$ cat config.mk
export PLATFORM = sky130hd
export DESIGN_NAME = flash_selfprog_signature_boot
export DESIGN_NICKNAME = d
export VERILOG_FILES = /design/src/selfprog_pkg.sv /design/src/flash_selfprog_signature_boot.sv /design/src/rc_tick_gen.sv
export SDC_FILE = /design/constraint.sdc
export NUM_CORES = 1
export LEC_CHECK = 0
export ABC_AREA = 1
export BUFFER_PORTS_ARGS = -buffer_cell sky130_fd_sc_hd__buf_2
export CORE_ASPECT_RATIO = 0.8
export CORE_MARGIN = 4
export CORE_UTILIZATION = 45
export DETAILED_ROUTE_END_ITERATION = 10
export MAX_ROUTING_LAYER = met4
export PLACE_DENSITY = 0.81
export SLEW_MARGIN = 10
export SYNTH_ARGS = -nofsm -noshare
export SYNTH_HDL_FRONTEND = slang
export SYNTH_SLANG_ARGS = --single-unit
$ cat constraint.sdc
create_clock -name clk_sys_in -period 0.9 [get_ports clk_sys_in]
set_input_delay 0.09 -clock clk_sys_in [delete_from_list [all_inputs] [get_ports clk_sys_in]]
set_output_delay 0.09 -clock clk_sys_in [all_outputs]
set_load 0.02 [all_outputs]
$ cat src/selfprog_pkg.sv
// Constants and types shared by the self-programming controller
package selfprog_pkg;
  // ==========================================
  // Clock and timing
  localparam int CLK_MHZ = 125;
  localparam int RC_MHZ = 8;
  localparam int WRITE_MIN_US = 3700;
  localparam int WRITE_MAX_US = 4500;
  localparam int RC_DIV = CLK_MHZ / RC_MHZ;
  // Ticks of the divided time base, rounded up; a partial first tick can still end a write 4 cycles early
  localparam int WRITE_TICKS = (WRITE_MIN_US * CLK_MHZ) / RC_DIV + 1;
  localparam int LOAD_WINDOW = 3;
  localparam int STORE_WINDOW = 4;
  // ==========================================
  // Pointer and data widths
  localparam int PTR_W = 16;
  localparam int WADDR_W = 13;
  localparam int BYTE_W = 8;
  // ==========================================
  // Signature row addresses
  localparam logic [15:0] SIG_ADDR_DEV1 = 16'h0000;
  localparam logic [15:0] SIG_ADDR_RCCAL = 16'h0001;
  localparam logic [15:0] SIG_ADDR_DEV2 = 16'h0002;
  localparam logic [15:0] SIG_ADDR_DEV3 = 16'h0004;
  localparam logic [15:0] SIG_ADDR_TOFF = 16'h0005;
  localparam logic [15:0] SIG_ADDR_TGAIN = 16'h0007;
  localparam logic [7:0] SIG_RESERVED_VAL = 8'hFF;
  // ==========================================
  // Boot section decode
  localparam logic [12:0] BOOT_START_11 = 13'h1F00;
  localparam logic [12:0] BOOT_START_10 = 13'h1E00;
  localparam logic [12:0] BOOT_START_01 = 13'h1C00;
  localparam logic [12:0] BOOT_START_00 = 13'h1800;
  localparam logic [12:0] BOOT_END = 13'h1FFF;
  localparam logic [11:0] BOOT_WORDS_11 = 12'h100;
  localparam logic [11:0] BOOT_WORDS_10 = 12'h200;
  localparam logic [11:0] BOOT_WORDS_01 = 12'h400;
  localparam logic [11:0] BOOT_WORDS_00 = 12'h800;
  // ==========================================
  // Controller states
  typedef enum logic [2:0] {
    ST_IDLE,
    ST_SIG_ARMED,
    ST_STORE_ARMED,
    ST_WRITE_BUSY
  } prog_state_t;
endpackage : selfprog_pkg

$ cat src/flash_selfprog_signature_boot.sv
// Self-programming controller: signature read, write timing, boot decode
`timescale 1ns/1ps
module flash_selfprog_signature_boot
  import selfprog_pkg::*;
(
  input wire logic clk_sys_in, // 125 MHz system clock
  input wire logic resetn_in, // Asynchronous reset, active low
  input wire logic por_n_in, // Power-on reset, clears the write timer and time base, active low
  input wire logic ctrl_wr_in, // Control register write strobe
  input wire logic signature_read_select_in, // Signature read bit written
  input wire logic store_program_enable_in, // Store enable bit written
  input wire logic write_op_in, // Written command is a timed flash write
  input wire logic load_in, // Program-memory load executes
  input wire logic store_in, // Store-program instruction executes
  input wire logic [selfprog_pkg::PTR_W-1:0] ptr_in, // Address pointer
  input wire logic [15:0] flash_word_in, // Flash array word at pointer
  input wire logic [1:0] boot_size_select_in, // Boot size setting
  input wire logic [7:0] sig_dev1_in, // Identification byte 1
  input wire logic [7:0] sig_dev2_in, // Identification byte 2
  input wire logic [7:0] sig_dev3_in, // Identification byte 3
  input wire logic [7:0] rc_cal_in, // Oscillator calibration byte
  input wire logic [7:0] temp_offset_cal_byte_in, // Temperature offset
  input wire logic [7:0] temp_gain_cal_byte_in, // Temperature gain
  output logic [7:0] load_data_out, // Byte returned to load destination
  output logic load_valid_out, // Load data valid pulse
  output logic signature_read_select_out, // Signature read bit readback
  output logic store_program_enable_out, // Store enable / busy bit
  output logic flash_write_start_out, // Starts a flash write pulse
  output logic flash_write_done_out, // Flash write complete pulse
  output logic [12:0] boot_start_out, // Boot reset address
  output logic [12:0] app_end_out, // Last application word
  output logic [11:0] boot_words_out // Boot section size in words
);
  import selfprog_pkg::*;

  // ==========================================
  // Reset synchroniser
  // Release is synchronised so every flop on rst_sync_ff leaves reset on the same edge
  logic rst_meta_ff;
  logic rst_sync_ff;
  always_ff @(posedge clk_sys_in or negedge resetn_in) begin
    if (!resetn_in) begin
      rst_meta_ff <= 1'b0;
      rst_sync_ff <= 1'b0;
    end else begin
      rst_meta_ff <= 1'b1;
      rst_sync_ff <= rst_meta_ff;
    end
  end

  // Power-on reset synchroniser, used to keep a write alive over system reset
  logic por_meta_ff;
  logic por_sync_ff;
  always_ff @(posedge clk_sys_in or negedge por_n_in) begin
    if (!por_n_in) begin
      por_meta_ff <= 1'b0;
      por_sync_ff <= 1'b0;
    end else begin
      por_meta_ff <= 1'b1;
      por_sync_ff <= por_meta_ff;
    end
  end

  // ==========================================
  // RC oscillator time base
  // Flash timing runs from this tick, never from the instruction rate
  logic rc_tick;
  rc_tick_gen #(.DIV(RC_DIV)) u_rc_tick (
    .clk_in(clk_sys_in),
    .rst_n_in(por_sync_ff),
    .tick_out(rc_tick)
  );

  // ==========================================
  // Write timer: survives system reset, only power-on reset clears it
  // The tick count is rounded up, but the first tick can come one cycle after the start, so a write can end 4 cycles short of the minimum time
  localparam int TMR_W = 16;
  localparam logic [TMR_W-1:0] LAST_TICK_C = TMR_W'(WRITE_TICKS - 1);
  logic [TMR_W-1:0] wr_cnt_ff;
  logic [TMR_W-1:0] nxt_wr_cnt;
  logic wr_busy_ff;
  logic nxt_wr_busy;
  logic wr_done_ff;
  wire logic wr_start;
  wire logic wr_tick = wr_busy_ff && rc_tick;
  wire logic wr_at_end = (wr_cnt_ff == LAST_TICK_C);
  wire logic wr_last = wr_tick && wr_at_end;

  // A start reloads the timer, the last tick ends the write
  always_comb begin
    nxt_wr_cnt = wr_cnt_ff;
    nxt_wr_busy = wr_busy_ff;
    if (wr_start) begin
      nxt_wr_busy = 1'b1;
      nxt_wr_cnt = '0;
    end else if (wr_last) begin
      nxt_wr_busy = 1'b0;
    end else if (wr_tick) begin
      nxt_wr_cnt = wr_cnt_ff + TMR_W'(1);
    end
  end

  always_ff @(posedge clk_sys_in or negedge por_sync_ff) begin
    if (!por_sync_ff) begin
      wr_cnt_ff <= '0;
      wr_busy_ff <= 1'b0;
    end else begin
      wr_cnt_ff <= nxt_wr_cnt;
      wr_busy_ff <= nxt_wr_busy;
    end
  end

  always_ff @(posedge clk_sys_in or negedge por_sync_ff) begin
    if (!por_sync_ff) begin
      wr_done_ff <= 1'b0;
    end else begin
      wr_done_ff <= wr_last;
    end
  end

  // ==========================================
  // Control state machine
  prog_state_t state_ff;
  prog_state_t nxt_state;
  logic [2:0] win_ff;
  logic [2:0] nxt_win;
  // Command decode of a control register write
  wire logic sig_cmd = signature_read_select_in && store_program_enable_in;
  wire logic store_cmd = store_program_enable_in && !signature_read_select_in && write_op_in;
  wire logic arm_sig = ctrl_wr_in && sig_cmd;
  wire logic arm_store = ctrl_wr_in && store_cmd;
  // Loads and stores only count while the matching bits are armed
  wire logic store_ptr_ok = !ptr_in[0];
  wire logic sig_hit = (state_ff == ST_SIG_ARMED) && load_in;
  wire logic store_hit = (state_ff == ST_STORE_ARMED) && store_in && store_ptr_ok;
  assign wr_start = store_hit && !wr_busy_ff;
  // Arming opens a window of cycles; the bits drop when it runs out
  wire logic win_last = (win_ff == 3'h1);
  wire logic [2:0] win_dec = win_ff - 3'h1;

  always_comb begin
    nxt_state = state_ff;
    nxt_win = win_ff;
    case (state_ff)
      ST_IDLE: begin
        if (arm_sig && !wr_busy_ff) begin
          nxt_state = ST_SIG_ARMED;
          nxt_win = 3'(LOAD_WINDOW);
        end else if (arm_store && !wr_busy_ff) begin
          nxt_state = ST_STORE_ARMED;
          nxt_win = 3'(STORE_WINDOW);
        end
      end
      ST_SIG_ARMED: begin
        if (sig_hit || win_last) begin
          nxt_state = ST_IDLE;
        end
        nxt_win = win_dec;
      end
      ST_STORE_ARMED: begin
        if (store_hit) begin
          nxt_state = ST_WRITE_BUSY;
        end else if (win_last) begin
          nxt_state = ST_IDLE;
        end
        nxt_win = win_dec;
      end
      ST_WRITE_BUSY: begin
        if (!wr_busy_ff) begin
          nxt_state = ST_IDLE;
        end
      end
      default: nxt_state = ST_IDLE;
    endcase
  end

  // State register; system reset returns to idle but leaves a running write alone
  always_ff @(posedge clk_sys_in or negedge rst_sync_ff) begin
    if (!rst_sync_ff) begin
      state_ff <= ST_IDLE;
    end else begin
      state_ff <= nxt_state;
    end
  end

  // Window counter for the armed bits
  always_ff @(posedge clk_sys_in or negedge rst_sync_ff) begin
    if (!rst_sync_ff) begin
      win_ff <= 3'h0;
    end else begin
      win_ff <= nxt_win;
    end
  end

  // ==========================================
  // Signature row lookup
  wire logic hit_dev1 = (ptr_in == SIG_ADDR_DEV1);
  wire logic hit_dev2 = (ptr_in == SIG_ADDR_DEV2);
  wire logic hit_dev3 = (ptr_in == SIG_ADDR_DEV3);
  wire logic hit_rccal = (ptr_in == SIG_ADDR_RCCAL);
  wire logic hit_toff = (ptr_in == SIG_ADDR_TOFF);
  wire logic hit_tgain = (ptr_in == SIG_ADDR_TGAIN);
  // Reserved addresses return a fixed filler byte
  wire logic [7:0] sig_byte =
    hit_dev1 ? sig_dev1_in :
    hit_dev2 ? sig_dev2_in :
    hit_dev3 ? sig_dev3_in :
    hit_rccal ? rc_cal_in :
    hit_toff ? temp_offset_cal_byte_in :
    hit_tgain ? temp_gain_cal_byte_in :
    SIG_RESERVED_VAL;
  wire logic byte_hi = ptr_in[0];
  wire logic [7:0] flash_byte = byte_hi ? flash_word_in[15:8] : flash_word_in[7:0];
  wire logic [7:0] load_byte = sig_hit ? sig_byte : flash_byte;

  // ==========================================
  // Boot section decode
  wire logic size_11 = (boot_size_select_in == 2'b11);
  wire logic size_10 = (boot_size_select_in == 2'b10);
  wire logic size_01 = (boot_size_select_in == 2'b01);
  wire logic [12:0] boot_start =
    size_11 ? BOOT_START_11 :
    size_10 ? BOOT_START_10 :
    size_01 ? BOOT_START_01 :
    BOOT_START_00;
  // The section always ends at the top word, so the application ends just below
  wire logic [12:0] app_end = boot_start - 13'h1;
  wire logic [11:0] boot_words =
    size_11 ? BOOT_WORDS_11 :
    size_10 ? BOOT_WORDS_10 :
    size_01 ? BOOT_WORDS_01 :
    BOOT_WORDS_00;

  // ==========================================
  // Registered outputs
  wire logic nxt_sig_bit = (nxt_state == ST_SIG_ARMED);
  // Busy covers the start cycle and the whole write; a system reset taken during it clears the bit until the synchronised reset releases
  wire logic nxt_en_bit = (nxt_state != ST_IDLE) || wr_busy_ff || wr_start;
  wire logic [7:0] nxt_load_data = load_in ? load_byte : load_data_out;

  // Load data holds between loads
  always_ff @(posedge clk_sys_in or negedge rst_sync_ff) begin
    if (!rst_sync_ff) begin
      load_data_out <= 8'h00;
    end else begin
      load_data_out <= nxt_load_data;
    end
  end

  // Load valid pulse, one cycle after the load
  always_ff @(posedge clk_sys_in or negedge rst_sync_ff) begin
    if (!rst_sync_ff) begin
      load_valid_out <= 1'b0;
    end else begin
      load_valid_out <= load_in;
    end
  end

  // Control bit readback; the enable bit doubles as the busy flag
  always_ff @(posedge clk_sys_in or negedge rst_sync_ff) begin
    if (!rst_sync_ff) begin
      signature_read_select_out <= 1'b0;
      store_program_enable_out <= 1'b0;
    end else begin
      signature_read_select_out <= nxt_sig_bit;
      store_program_enable_out <= nxt_en_bit;
    end
  end

  // Write start and done pulses
  always_ff @(posedge clk_sys_in or negedge rst_sync_ff) begin
    if (!rst_sync_ff) begin
      flash_write_start_out <= 1'b0;
      flash_write_done_out <= 1'b0;
    end else begin
      flash_write_start_out <= wr_start;
      flash_write_done_out <= wr_done_ff;
    end
  end

  // Boot decode outputs; reset shows the largest section
  always_ff @(posedge clk_sys_in or negedge rst_sync_ff) begin
    if (!rst_sync_ff) begin
      boot_start_out <= BOOT_START_00;
      app_end_out <= BOOT_START_00 - 13'h1;
      boot_words_out <= BOOT_WORDS_00;
    end else begin
      boot_start_out <= boot_start;
      app_end_out <= app_end;
      boot_words_out <= boot_words;
    end
  end
endmodule : flash_selfprog_signature_boot

$ cat src/rc_tick_gen.sv
// Divider producing the internal RC-oscillator time base tick
`timescale 1ns/1ps
module rc_tick_gen #(
  parameter int DIV = 16
) (
  input wire logic clk_in, // System clock
  input wire logic rst_n_in, // Synchronised reset, active low
  output logic tick_out // One-cycle tick per oscillator period
);
  logic [7:0] cnt_ff;
  wire logic wrap = (cnt_ff == 8'(DIV - 1));
  always_ff @(posedge clk_in or negedge rst_n_in) begin
    if (!rst_n_in) begin
      cnt_ff <= 8'h00;
      tick_out <= 1'b0;
    end else begin
      cnt_ff <= wrap ? 8'h00 : cnt_ff + 8'h01;
      tick_out <= wrap;
    end
  end
endmodule : rc_tick_gen

==> metrics.yaml <==
drive_gt1_share_pct: 52.7
synth_warnings: 0
drcViolationCount: 0
final.setup.worst_slack_ps: -643
fmax_mhz: 648
fin_crit_sh_pct: 171
synth_flop_cell: "dfrtp_1"
power_density_nw_per_um2: 1240
ys_seq_area_share_pct: 40.0
fillCellCount: 501
drt_pass1_iterations: 5
hold_class: "input port to async pin"
vias: 4214
p_leak_nw: 3.02
hpwl_um: 8360
cts_tree: "yes"
synth_cells: 473
totalWireLength_um: 13200
final_cell_area_um2: 6080
synthArstFlopShare_pct: 100
rsz0062_at_grt: "yes"
cpPeakStageDelay_ps: 400
wl_per_cell_um: 16.2
ys_types: 43
crit_path_start_kind: "flip-flop"
h-tree-depth: 3
layout_min_cycle_time_ps: 1540
status: "complete, but fails checks"
fin_nets: 796
critPathMaxFanout: 5
instances_no_fill: 812
cts_buffers: 9
antenna_found_initial: 0
grt_overflow: 0
grt_pass1_wl_um: 18200
ios: 142
start_util_pct: 46.4
final-max-slew-violation-count: 0
cts_sinks: 59
mostFrequentLayoutCells: "buf_2, buf_4, nand2_1"
die_area_um2: 9760
synth_edf_count: 0
cap_violations: 0
gp_congestion: 0.936
fin_skew_ps: 14.0
port_buffers: 114
die_h_um: 89.2
core_area_um2: 7980
drtAntennaViolNets: 0
final_common_cell: "buf_2"
cp-end-kind: "flip-flop"
grt_max_degree: 29
grt_usage_pct: 25.0
clk_latency_ps: 350
antenna_cells: 0
placed_area_um2: 4920
total_power_mw: 7.56
worstPathRequired_ps: 1120
hold_violations: 0
drt-vias-per-instance: 5.19
violations: "negative setup slack"
dp.cells: 763
critPathSlowestCell: "dfrtp_1"
fp-row-count: 29
synth_area_um2: 3710
clockRootBuffer: "clkbuf_8"
synth_seq_cells: 59
postLayoutCoreUtil_pct: 76.2
clk_pin_slew_worst_paths_ps: 70
place_ws_ps: -600
worst-setup-path-type: "flip-flop to flip-flop"
ir_drop_mv: 0.781
synth_area_per_cell_um2: 7.84
clock_path_buffers: 2
grt_pass1_vias: 4013
syn2layout_area_growth_pct: 64.1
crit_arrival_ps: 1770
setup_viol: 67
detail_route.iter0.violations: 242
crit_chain: "inv_2 -> ha_2 -> nand3_2 -> nor2_4 -> nand2_2 -> nand2_4 -> nor3_2 -> o21ai_1 -> nor2_1"
die_w_um: 109
-- sequential cells by signal (all words and copies together) (netlist names), 2 cells and up --
signal / count
boot_start_out: 2
state_ff: 3
boot_words_out: 3
u_rc_tick.cnt_ff: 8
wr_cnt_ff: 16
load_data_out: 8
app_end_out: 4
win_ff: 3
-- final cells by class --
cell class,count,area (um^2),area share (%)
clock inverter,4,50.0,0.823
multi-input combinational,344,2350,38.6
tap,108,135,2.22
timing repair buffer,225,1670,27.5
inverter,59,234,3.85
sequential,59,1490,24.4
clock buffer,12,155,2.55
timing repair inverter,1,3.75,0.0617
-- where the power goes --
part | internal [mW] | switching [mW]
clock network | 1.42 | 1.07
logic | 0.976 | 1.05
registers | 2.86 | 0.185
total | 5.26 | 2.30
-- final timing paths --
check	startpoint	end	slack, ps	cells past startpoint
min	resetn_in	rst_sync_ff	40	2
max reg2reg	wr_cnt_ff[1]	wr_cnt_ff[12]	-640	9
max in group asynchronous	rst_sync_ff	app_end_out[10]	420	1
min in group clk_sys_in	load_in	load_valid_out	80	2
min reg2reg	por_sync_ff	u_rc_tick.cnt_ff[6]	210	1
max	wr_cnt_ff[1]	wr_cnt_ff[12]	-640	9
-- cells in the mapped netlist (2+ instances only) --
| master | number | area, um^2 |
|---|---|---|
| buf_2 | 3 | 15.0 |
| xor2_1 | 6 | 52.6 |
| a21oi_1 | 22 | 110 |
| inv_2 | 9 | 33.8 |
| nand4_1 | 18 | 113 |
| o21ai_1 | 5 | 25.0 |
| buf_6 | 4 | 45.0 |
| or2_2 | 2 | 12.5 |
| nor2_1 | 45 | 169 |
| conb_1 | 2 | 7.51 |
| dfrtp_1 | 55 | 1380 |
| nand2_1 | 80 | 300 |
| o21bai_1 | 2 | 15.0 |
| nand3_1 | 34 | 170 |
| nor3_2 | 2 | 20.0 |
| or2_0 | 2 | 12.5 |
| buf_4 | 31 | 233 |
| nand3_2 | 6 | 60.1 |
| nor3_1 | 7 | 35.0 |
| or2_1 | 11 | 68.8 |
| nand3b_1 | 13 | 97.6 |
| o22ai_1 | 2 | 12.5 |
| inv_1 | 50 | 188 |
| ha_1 | 6 | 75.1 |
| nor2_2 | 6 | 37.5 |
| nand2_2 | 4 | 25.0 |
| o21ai_0 | 20 | 100 |
| xnor2_1 | 2 | 17.5 |
| dfstp_2 | 4 | 105 |
| nor2_4 | 3 | 33.8 |
| nor3b_1 | 3 | 22.5 |
| nor4_1 | 3 | 18.8 |
-- critical path, delay by kind of cell, from the launching register on --
| family | cells | cell delay, ps |
|---|---|---|
| compound gates | 1 | 160 |
| buf+inv | 1 | 80 |
| simple gates | 6 | 590 |
| fa+ha+maj | 1 | 180 |
| flops | 1 | 400 |
-- repair_timing --
| action | CTS | global route |
|---|---|---|
| gates cloned | 1 | 0 |
| gates resized for setup | 137 | 64 |
| buffers inserted | 16 | 18 |
| hold buffers | 4 | 0 |
| endpoints found under the setup margin | 67 | 67 |
| endpoints found under the hold margin | 11 | 0 |
| pin swaps | 33 | 44 |
-- through the flow --
stage               hold WS [ps]  TNS [ps]
floorplan                   -206    -11940
global placement            -125    -16740
detailed placement          -122    -19110
CTS                         42.3    -20520
global route                39.1    -26870
finish                      40.6    -23440
-- metal layers --
metal | GRT usage (%) | vias up | part of all wire (%)
met5 | - | - | 0
met4 | 10.1 | 0 | 4.5
met2 | 45.7 | 187 | 53
met1 | 26.9 | 2030 | 38
met3 | 4.33 | 58 | 5.1
li1 | - | 1939 | -
-- cell families (layout without fill, tap and decap cells) --
family,count (synthesis),after routing,share of synthesized area [%]
simple gates,243,243,33.6
buf+inv,98,301,14.0
other cells,2,30,0.203
fa+ha+maj,6,6,2.03
flops,59,59,40.0
compound gates,57,57,8.34
xor+xnor,8,8,1.89
No activity file was read; power rests on OpenSTA's default activity.
